### config.mk
export PLATFORM = sky130hd
export DESIGN_NAME = igpd_top
export DESIGN_NICKNAME = d
export VERILOG_FILES = /design/src/rtl/igpd_pkg.sv /design/src/rtl/igpd_top.sv /design/src/rtl/igpd_pin.sv
export SDC_FILE = /design/constraint.sdc
export NUM_CORES = 1
export LEC_CHECK = 0
export ABC_AREA = 1
export BUFFER_PORTS_ARGS = -buffer_cell sky130_fd_sc_hd__buf_4
export CAP_MARGIN = 5
export CELL_PAD_IN_SITES_DETAIL_PLACEMENT = 1
export CELL_PAD_IN_SITES_GLOBAL_PLACEMENT = 1
export CORE_AREA = 2 2 104 106
export DETAILED_ROUTE_END_ITERATION = 8
export DIE_AREA = 0 0 106 108
export HOLD_SLACK_MARGIN = 0.03
export PLACE_DENSITY = 0.94
export SYNTH_ARGS = -nofsm -noshare
export SYNTH_HDL_FRONTEND = slang
export SYNTH_SLANG_ARGS = --single-unit
### constraint.sdc
create_clock -name mclk -period 4 [get_ports mclk]
set_input_delay 0.6 -clock mclk [delete_from_list [all_inputs] [get_ports mclk]]
set_output_delay 0.6 -clock mclk [all_outputs]
set_load 0.02 [all_outputs]
### src/rtl/igpd_pkg.sv
// Package: constants for the ISA general-purpose pin decoder
package igpd_pkg;
	// ----------------------------------------
	// Configuration port addresses and keys
	// ----------------------------------------
	localparam logic [10:0] IGPD_PORT_250 = 11'h250;
	localparam logic [10:0] IGPD_PORT_3F0 = 11'h3F0;
	localparam logic [7:0] IGPD_KEY_88 = 8'h88;
	localparam logic [7:0] IGPD_KEY_89 = 8'h89;
	localparam logic [7:0] IGPD_KEY_86 = 8'h86;
	localparam logic [7:0] IGPD_KEY_87 = 8'h87;
	localparam logic [7:0] IGPD_EXIT_KEY = 8'hAA;
	// ----------------------------------------
	// Register indexes
	// ----------------------------------------
	localparam logic [7:0] IGPD_IDX_KEYSEL = 8'h0C;
	localparam logic [7:0] IGPD_IDX_P0_LO = 8'h10;
	localparam logic [7:0] IGPD_IDX_P0_HI = 8'h11;
	localparam logic [7:0] IGPD_IDX_P1_LO = 8'h12;
	localparam logic [7:0] IGPD_IDX_P1_HI = 8'h13;
	localparam logic [7:0] IGPD_IDX_P0_FN = 8'h14;
	localparam logic [7:0] IGPD_IDX_P1_FN = 8'h15;
	// ----------------------------------------
	// Reset values
	// ----------------------------------------
	localparam logic [7:0] IGPD_RST_KEYSEL = 8'h28;
	localparam logic [7:0] IGPD_RST_ZERO = 8'h00;
	localparam logic IGPD_RST_KEY_ADDR_SEL = 1'b0;
	// ----------------------------------------
	// Field positions
	// ----------------------------------------
	localparam int IGPD_KEY_VALUE_SEL_BIT = 5;
	localparam int IGPD_MASK_MSB = 7;
	localparam int IGPD_MASK_LSB = 6;
	localparam int IGPD_ADDR_HI_MSB = 2;
	localparam int IGPD_FN_MSB = 7;
	localparam int IGPD_FN_LSB = 5;
	localparam int IGPD_POL_BIT = 4;
	localparam int IGPD_RDQ_BIT = 3;
	localparam int IGPD_WRQ_BIT = 2;
	localparam int IGPD_OINV_BIT = 1;
	localparam int IGPD_IINV_BIT = 0;
	// ----------------------------------------
	// Pin function codes
	// ----------------------------------------
	localparam logic [2:0] IGPD_FN_OFF = 3'h0;
	localparam logic [2:0] IGPD_FN_OUT = 3'h1;
	localparam logic [2:0] IGPD_FN_IN = 3'h2;
	localparam logic [2:0] IGPD_FN_BIDIR = 3'h3;
	typedef enum logic [1:0] {IGPD_LOCKED, IGPD_HALF, IGPD_OPEN} igpd_cfg_e;
endpackage : igpd_pkg

### src/rtl/igpd_top.sv
// ISA general-purpose pin decoder: key unlock, config registers, two pins
`timescale 1ns/1ps
`default_nettype none
// How it works
// - Index port then data port; only in extended mode; 10H-15H hold pin registers.
// - Key value select is bit 5 of index 0CH, resets to 1.
// - Index 10H holds pin zero match address bits 7-0, reset zero.
// - Index 11H bits 2-0 hold address bits 10-8; bits 5-3 reserved.
// - Index 11H bits 7-6 pick how many low bits are ignored.
// - Pin one address lives at 12H and 13H bits 2-0, reset zero.
// - Index 13H bits 7-6 mask pin one compare the same way.
// - Index 14H bits 7-5 pick function; 000 tri-states the pin.
// - Output mode drives data line 0 onto pin on matching write.
// - Input mode puts pin level on data line 0 on matching read.
// - Bidirectional mode does both output and input behaviour.
// - Top mode bit makes the pin a decoded chip select.
// - Bit 4 sets chip select active level, 1 high.
// - Bits 3-2 qualify select by no strobe, write, read, or either strobe.
// - Bit 1 inverts bus-to-pin, bit 0 inverts pin-to-bus.
// - Index 15H configures pin one the same way, reset zero.
module igpd_top
	import igpd_pkg::*;
(
	input wire logic mclk,
	input wire logic rst,
	input wire logic [10:0] sa,
	input wire logic aen_n,
	input wire logic iow_n,
	input wire logic ior_n,
	input wire logic [7:0] sd_in,
	output logic [7:0] sd_out,
	output logic sd_oe,
	input wire logic key_addr_sel,
	input wire logic gp_pin_zero_in,
	output logic gp_pin_zero_out,
	output logic gp_pin_zero_oe,
	input wire logic gp_pin_one_in,
	output logic gp_pin_one_out,
	output logic gp_pin_one_oe
);
	// ----------------------------------------
	// Pin input synchronisers
	// ----------------------------------------
	logic [2:0] p0_sync_r;
	logic [2:0] p1_sync_r;
	logic p0_lvl_r;
	logic p1_lvl_r;
	logic p0_lvl_nxt;
	logic p1_lvl_nxt;
	assign p0_lvl_nxt = (p0_sync_r[1] == p0_sync_r[2]) ? p0_sync_r[2] : p0_lvl_r;
	assign p1_lvl_nxt = (p1_sync_r[1] == p1_sync_r[2]) ? p1_sync_r[2] : p1_lvl_r;
	always_ff @(posedge mclk) begin
		if (rst) begin
			p0_sync_r <= 3'h0;
			p1_sync_r <= 3'h0;
			p0_lvl_r <= 1'b0;
			p1_lvl_r <= 1'b0;
		end else begin
			p0_sync_r <= {p0_sync_r[1:0], gp_pin_zero_in};
			p1_sync_r <= {p1_sync_r[1:0], gp_pin_one_in};
			p0_lvl_r <= p0_lvl_nxt;
			p1_lvl_r <= p1_lvl_nxt;
		end
	end

	// ----------------------------------------
	// Strobe edge detection
	// ----------------------------------------
	logic iow_d_r;
	logic ior_d_r;
	logic wr_start;
	logic rd_active;
	always_ff @(posedge mclk) begin
		if (rst) begin
			iow_d_r <= 1'b1;
			ior_d_r <= 1'b1;
		end else begin
			iow_d_r <= iow_n;
			ior_d_r <= ior_n;
		end
	end
	assign wr_start = iow_d_r && !iow_n && !aen_n;
	assign rd_active = !ior_n && !aen_n;

	// ----------------------------------------
	// Extended mode unlock
	// ----------------------------------------
	igpd_cfg_e cfg_st_r;
	igpd_cfg_e cfg_st_nxt;
	logic [7:0] keysel_r;
	logic kas_r;
	logic [10:0] base_addr;
	logic [7:0] key_val;
	logic hit_index;
	logic hit_data;
	logic key_wr;
	logic exit_wr;
	assign base_addr = kas_r ? IGPD_PORT_3F0 : IGPD_PORT_250;
	// key chosen by two select bits
	assign key_val = kas_r ? (keysel_r[IGPD_KEY_VALUE_SEL_BIT] ? IGPD_KEY_87 : IGPD_KEY_86) :
		(keysel_r[IGPD_KEY_VALUE_SEL_BIT] ? IGPD_KEY_89 : IGPD_KEY_88);
	assign hit_index = (sa == base_addr);
	assign hit_data = (sa == base_addr + 11'h001);
	assign key_wr = wr_start && hit_index && (sd_in == key_val);
	assign exit_wr = wr_start && hit_index && (sd_in == IGPD_EXIT_KEY);

	always_comb begin
		cfg_st_nxt = cfg_st_r;
		case (cfg_st_r)
			IGPD_LOCKED: begin
				if (key_wr) begin
					cfg_st_nxt = kas_r ? IGPD_HALF : IGPD_OPEN;
				end
			end
			IGPD_HALF: begin
				if (key_wr) begin
					cfg_st_nxt = IGPD_OPEN;
				end else if (wr_start) begin
					cfg_st_nxt = IGPD_LOCKED;
				end
			end
			IGPD_OPEN: begin
				if (exit_wr) begin
					cfg_st_nxt = IGPD_LOCKED;
				end
			end
			default: begin
				cfg_st_nxt = IGPD_LOCKED;
			end
		endcase
	end

	// ----------------------------------------
	// Configuration registers
	// ----------------------------------------
	logic ext_mode;
	logic [7:0] index_r;
	logic [7:0] p0_lo_r;
	logic [7:0] p0_hi_r;
	logic [7:0] p1_lo_r;
	logic [7:0] p1_hi_r;
	logic [7:0] p0_fn_r;
	logic [7:0] p1_fn_r;
	logic idx_wr;
	logic dat_wr;
	assign ext_mode = (cfg_st_r == IGPD_OPEN);
	// index then data, only when unlocked
	assign idx_wr = ext_mode && wr_start && hit_index && (sd_in != IGPD_EXIT_KEY);
	assign dat_wr = ext_mode && wr_start && hit_data;

	always_ff @(posedge mclk) begin
		if (rst) begin
			cfg_st_r <= IGPD_LOCKED;
			kas_r <= IGPD_RST_KEY_ADDR_SEL;
		end else begin
			cfg_st_r <= cfg_st_nxt;
			kas_r <= key_addr_sel;
		end
	end

	always_ff @(posedge mclk) begin
		if (rst) begin
			index_r <= IGPD_RST_ZERO;
			keysel_r <= IGPD_RST_KEYSEL;
			p0_lo_r <= IGPD_RST_ZERO;
			p0_hi_r <= IGPD_RST_ZERO;
			p1_lo_r <= IGPD_RST_ZERO;
			p1_hi_r <= IGPD_RST_ZERO;
			p0_fn_r <= IGPD_RST_ZERO;
			p1_fn_r <= IGPD_RST_ZERO;
		end else begin
			if (idx_wr) begin
				index_r <= sd_in;
			end
			if (dat_wr) begin
				if (index_r == IGPD_IDX_KEYSEL) begin
					keysel_r <= sd_in;
				end else if (index_r == IGPD_IDX_P0_LO) begin
					p0_lo_r <= sd_in;
				end else if (index_r == IGPD_IDX_P0_HI) begin
					p0_hi_r <= sd_in & 8'hC7;
				end else if (index_r == IGPD_IDX_P1_LO) begin
					p1_lo_r <= sd_in;
				end else if (index_r == IGPD_IDX_P1_HI) begin
					p1_hi_r <= sd_in & 8'hC7;
				end else if (index_r == IGPD_IDX_P0_FN) begin
					p0_fn_r <= sd_in;
				end else if (index_r == IGPD_IDX_P1_FN) begin
					p1_fn_r <= sd_in;
				end
			end
		end
	end

	// ----------------------------------------
	// Read-back mux
	// ----------------------------------------
	logic [7:0] cfg_rd;
	assign cfg_rd = (index_r == IGPD_IDX_KEYSEL) ? keysel_r :
		(index_r == IGPD_IDX_P0_LO) ? p0_lo_r :
		(index_r == IGPD_IDX_P0_HI) ? p0_hi_r :
		(index_r == IGPD_IDX_P1_LO) ? p1_lo_r :
		(index_r == IGPD_IDX_P1_HI) ? p1_hi_r :
		(index_r == IGPD_IDX_P0_FN) ? p0_fn_r :
		(index_r == IGPD_IDX_P1_FN) ? p1_fn_r : 8'h00;

	// ----------------------------------------
	// Pin instances
	// ----------------------------------------
	logic p0_rd_hit;
	logic p0_rd_bit;
	logic p1_rd_hit;
	logic p1_rd_bit;
	igpd_pin u_pin0 (
		.mclk(mclk),
		.rst(rst),
		.sa(sa),
		.aen_n(aen_n),
		.iow_n(iow_n),
		.ior_n(ior_n),
		.sd_in(sd_in[0]),
		.match_addr({p0_hi_r[IGPD_ADDR_HI_MSB:0], p0_lo_r}),
		.cmp_mask(p0_hi_r[IGPD_MASK_MSB:IGPD_MASK_LSB]),
		.func_ctrl(p0_fn_r),
		.pin_in(p0_lvl_r),
		.pin_out(gp_pin_zero_out),
		.pin_oe(gp_pin_zero_oe),
		.rd_hit(p0_rd_hit),
		.rd_bit(p0_rd_bit)
	);
	igpd_pin u_pin1 (
		.mclk(mclk),
		.rst(rst),
		.sa(sa),
		.aen_n(aen_n),
		.iow_n(iow_n),
		.ior_n(ior_n),
		.sd_in(sd_in[0]),
		.match_addr({p1_hi_r[IGPD_ADDR_HI_MSB:0], p1_lo_r}),
		.cmp_mask(p1_hi_r[IGPD_MASK_MSB:IGPD_MASK_LSB]),
		.func_ctrl(p1_fn_r),
		.pin_in(p1_lvl_r),
		.pin_out(gp_pin_one_out),
		.pin_oe(gp_pin_one_oe),
		.rd_hit(p1_rd_hit),
		.rd_bit(p1_rd_bit)
	);

	// ----------------------------------------
	// Data bus drive
	// ----------------------------------------
	logic cfg_rd_hit;
	logic [7:0] sd_nxt;
	logic [7:0] sd_r;
	assign cfg_rd_hit = ext_mode && rd_active && (hit_data || hit_index);
	// pin bit on data line 0
	assign sd_nxt = cfg_rd_hit ? (hit_data ? cfg_rd : index_r) :
		{7'h00, (p0_rd_hit && p0_rd_bit) || (p1_rd_hit && p1_rd_bit)};
	always_ff @(posedge mclk) begin
		if (rst) begin
			sd_r <= 8'h00;
		end else begin
			sd_r <= sd_nxt;
		end
	end
	assign sd_out = sd_r;
	assign sd_oe = cfg_rd_hit || p0_rd_hit || p1_rd_hit;
endmodule : igpd_top
`default_nettype wire

### src/rtl/igpd_pin.sv
// One general-purpose pin: address compare, data and chip-select paths
`timescale 1ns/1ps
`default_nettype none
module igpd_pin
	import igpd_pkg::*;
(
	input wire logic mclk,
	input wire logic rst,
	input wire logic [10:0] sa,
	input wire logic aen_n,
	input wire logic iow_n,
	input wire logic ior_n,
	input wire logic sd_in,
	input wire logic [10:0] match_addr,
	input wire logic [1:0] cmp_mask,
	input wire logic [7:0] func_ctrl,
	input wire logic pin_in,
	output logic pin_out,
	output logic pin_oe,
	output logic rd_hit,
	output logic rd_bit
);
	logic [10:0] care;
	logic match;
	logic [2:0] func_sel;
	logic is_cs;
	logic wr_hit;
	logic cs_act;
	logic data_r;
	logic data_nxt;
	logic [2:0] func_last_r;

	// ----------------------------------------
	// Address compare
	// ----------------------------------------
	// low bits ignored
	assign care = (cmp_mask == 2'b00) ? 11'h7FF : (cmp_mask == 2'b01) ? 11'h7FE :
		(cmp_mask == 2'b10) ? 11'h7FC : 11'h7F8;
	assign match = !aen_n && (((sa ^ match_addr) & care) == 11'h000);
	assign func_sel = func_ctrl[IGPD_FN_MSB:IGPD_FN_LSB];
	assign is_cs = func_sel[2];
	assign wr_hit = match && !iow_n && (func_sel == IGPD_FN_OUT || func_sel == IGPD_FN_BIDIR);
	// pin level to data line 0
	assign rd_hit = match && !ior_n && (func_sel == IGPD_FN_IN || func_sel == IGPD_FN_BIDIR);
	assign rd_bit = pin_in ^ func_ctrl[IGPD_IINV_BIT];

	// ----------------------------------------
	// Chip select
	// ----------------------------------------
	// strobe qualification
	assign cs_act = match && (func_ctrl[IGPD_RDQ_BIT:IGPD_WRQ_BIT] == 2'b00 ? 1'b1 :
		func_ctrl[IGPD_RDQ_BIT:IGPD_WRQ_BIT] == 2'b01 ? !iow_n :
		func_ctrl[IGPD_RDQ_BIT:IGPD_WRQ_BIT] == 2'b10 ? !ior_n : (!iow_n || !ior_n));

	// ----------------------------------------
	// Output latch
	// ----------------------------------------
	// bit held until next write or mode change
	assign data_nxt = wr_hit ? (sd_in ^ func_ctrl[IGPD_OINV_BIT]) :
		(func_sel != func_last_r) ? 1'b0 : data_r;
	always_ff @(posedge mclk) begin
		if (rst) begin
			data_r <= 1'b0;
			func_last_r <= IGPD_FN_OFF;
		end else begin
			data_r <= data_nxt;
			func_last_r <= func_sel;
		end
	end

	// tri-state when off; polarity for select
	assign pin_oe = (func_sel == IGPD_FN_OUT) || (func_sel == IGPD_FN_BIDIR) || is_cs;
	assign pin_out = is_cs ? (cs_act ~^ func_ctrl[IGPD_POL_BIT]) : data_r;
endmodule : igpd_pin
`default_nettype wire

==> flow_metrics.tcl <==
set metrics [dict create \
    syn2layout_area_growth_pct 13.6 \
    postSynthCellCount 702 \
    stdcell_area_um2 5130 \
    p_per_area_nw_per_um2 330 \
    dieArea_um2 11400 \
    coreArea_um2 10200 \
    setup-violations-final 0 \
    post-route-util_pct 50.2 \
    synth_top_cell_area_share_pct 38.1 \
    synth-async-reset-ratio_pct 0 \
    yosysTopAreaCell "dfxtp_1" \
    drtPass1Iterations 5 \
    cts.sinks 86 \
    cts_buffers 9 \
    io_pins 40 \
    routed_via_density 5.67 \
    pre_cts_ws_ns 1.32 \
    rows 37 \
    worstHoldPathType "register to register" \
    die_w_um 106 \
    finalHoldViolCount 0 \
    holdWs_ns 0.400 \
    synth-main-ff-cell "dfxtp_1" \
    grt_antenna_before_repair 0 \
    period_share_pct 69.8 \
    track_usage_pct 30.3 \
    crit_type "register to output port" \
    start_util_pct 44.2 \
    grt.overflow.total 0 \
    rsz0062_at_grt "false" \
    layout_setup_ws_ns 1.21 \
    clkLatencyLatePin_ns 0.38 \
    post-route-drc-count 0 \
    synth_warnings 0 \
    gp_congestion 0.912 \
    syn-cell-area_um2 4520 \
    n_antenna_cell 0 \
    ctsHoldBuffers 0 \
    p_total_mw 1.70 \
    layout.cells.non_filler 875 \
    fmax_mhz 358 \
    leakage_nw 2.22 \
    seq_area_um2 1720 \
    worst-path-max-fanout 5 \
    port_buffers 39 \
    drtIter0Drc 237 \
    tightest_slew_ns 0.684 \
    die_h_um 108 \
    syn_avg_cell_area_um2 6.44 \
    cp-start-kind "register" \
    dp_cells 859 \
    cts_tree "done" \
    dp_hpwl_mm 12.2 \
    worstPathArrival_ns 2.19 \
    vias 4964 \
    routedWlPerCell_um 19.1 \
    setup_tns_ns 0 \
    grt_max_degree 45 \
    ys_seq_elements 86 \
    maxCapViolCount 0 \
    htreeDepth 3 \
    endpoint_kind "output port" \
    synth_seq_area_share_pct 38.1 \
    ys_types 32 \
    place_area_um2 4900 \
    outcome "complete, no violations" \
    detail-route-antenna-nets 0 \
    path_clk_slew_ns 0.10 \
    cts-root-buf "clkbuf_8" \
    nFillCells 1408 \
    worst_clock_skew_ns 0.0184 \
    slew_violations 0 \
    crit_required_ns 3.40 \
    syn_nets 729 \
    vdd_drop_max_mv 0.187 \
    cts_buffer_depth 2 \
    cts_resized 0 \
    layout.nets 761 \
    synthTopCellsByArea "dfxtp_1, nand2_1, nor2_1, inv_1, a21oi_1" \
    grt_pass1_wl_mm 26.6 \
    drive_above_1_share_pct 11.2 \
    cts_setup_buffers 0 \
    slew_headroom_pct 54.2 \
    min_period_ns 2.79 \
    synth-edff-count 0 \
    multi_input_area_um2 2330 \
    wl_mm 16.7 \
    grt_pass1_vias 5251 \
]
layer usage:
layer | vias up | GRT usage, % | wire length [um]
met4 | 0 | 19.5 | 886
met1 | 2435 | 35.5 | 6860
met2 | 180 | 52.4 | 8130
li1 | 2287 | - | -
met5 | - | 0 | 0
met3 | 62 | 4.04 | 857
area by class of cell:
cell class | count | area share, %
Clock inverter | 5 | 1.58
Sequential cell | 86 | 33.5
Tap cell | 136 | 3.31
Inverter | 99 | 7.24
Multi-Input combinational cell | 497 | 45.4
Clock buffer | 11 | 2.95
Timing Repair Buffer | 41 | 6.00
sequential cells by signal, indices dropped and copies added, names as in the netlist, 2 cells and up:
signal	flops
cfg_st_r	2
index_r	8
keysel_r	8
p0_fn_r	8
p0_hi_r	5
p0_lo_r	8
p0_sync_r	3
p1_fn_r	8
p1_hi_r	5
p1_lo_r	8
p1_sync_r	3
sd_out	8
u_pin0.func_last_r	3
u_pin1.func_last_r	3
path summary, 6_finish.rpt:
check | endpoint | start | slack [ns] | cells after the start
worst min register to register | p0_sync_r[1] | p0_sync_r[0] | 0.40 | 2
worst min-delay path | p0_sync_r[1] | p0_sync_r[0] | 0.40 | 2
worst max-delay path | gp_pin_zero_out | p0_hi_r[2] | 1.21 | 9
worst max register to register | sd_out[4] | index_r[7] | 1.69 | 8
worst max-delay path: stages, from the launching register on:
cell	delay [ns]
dfxtp_1	0.42
inv_1	0.06
a21oi_1	0.12
nand4_1	0.16
nor2_1	0.19
and2_1	0.35
nand3_1	0.15
nand3_1	0.12
o21ai_0	0.09
buf_4	0.17
logic make-up (layout without fill, tap and decap cells):
| logic type | count (synthesis) | in the layout | share of synthesized area (%) |
|---|---|---|---|
| buf+inv | 119 | 156 | 10.4 |
| xor+xnor | 15 | 15 | 2.91 |
| simple gates | 363 | 363 | 35.2 |
| compound gates | 119 | 119 | 13.5 |
| flops | 86 | 86 | 38.1 |
synth_stat cells (2+ instances only):
master,instances
nand2_1,176
nor2_1,103
inv_1,89
dfxtp_1,86
a21oi_1,60
nand3_1,29
o21ai_0,29
o21ai_1,23
nor3_1,15
clkbuf_1,12
nand4_1,12
xor2_1,10
inv_2,9
nor4_1,8
buf_2,6
xnor2_1,5
nor2_2,4
nor2_4,3
o211ai_1,3
o22ai_1,3
buf_6,2
nand2_2,2
nand2_4,2
nor3_2,2
nor3_4,2
power by group:
group / internal, mW / total (mW) / leakage [nW] / switching [mW]
Sequential: 0.859 / 0.862 / 0.694 / 0.00332
Clock: 0.386 / 0.726 / 0.116 / 0.339
Combinational: 0.0345 / 0.108 / 1.42 / 0.0733
cells in the final DEF, fill, tap and decap left out, drive strengths merged:
| master | count |
|---|---|
| o211ai | 3 |
| xnor2 | 5 |
| dfxtp | 86 |
| xor2 | 10 |
| clkbuf | 11 |
| nand2 | 180 |
| bufinv | 2 |
| nand4 | 12 |
| or2 | 1 |
| o21ai | 52 |
| nand3 | 30 |
| clkinvlp | 1 |
| clkinv | 3 |
| o21bai | 1 |
| nand3b | 1 |
| nor3 | 19 |
| inv | 98 |
| a21oi | 60 |
| nor4 | 9 |
| and2 | 1 |
| buf | 41 |
| nor2 | 110 |
| o22ai | 3 |
Power figures use the tool's default switching activity.
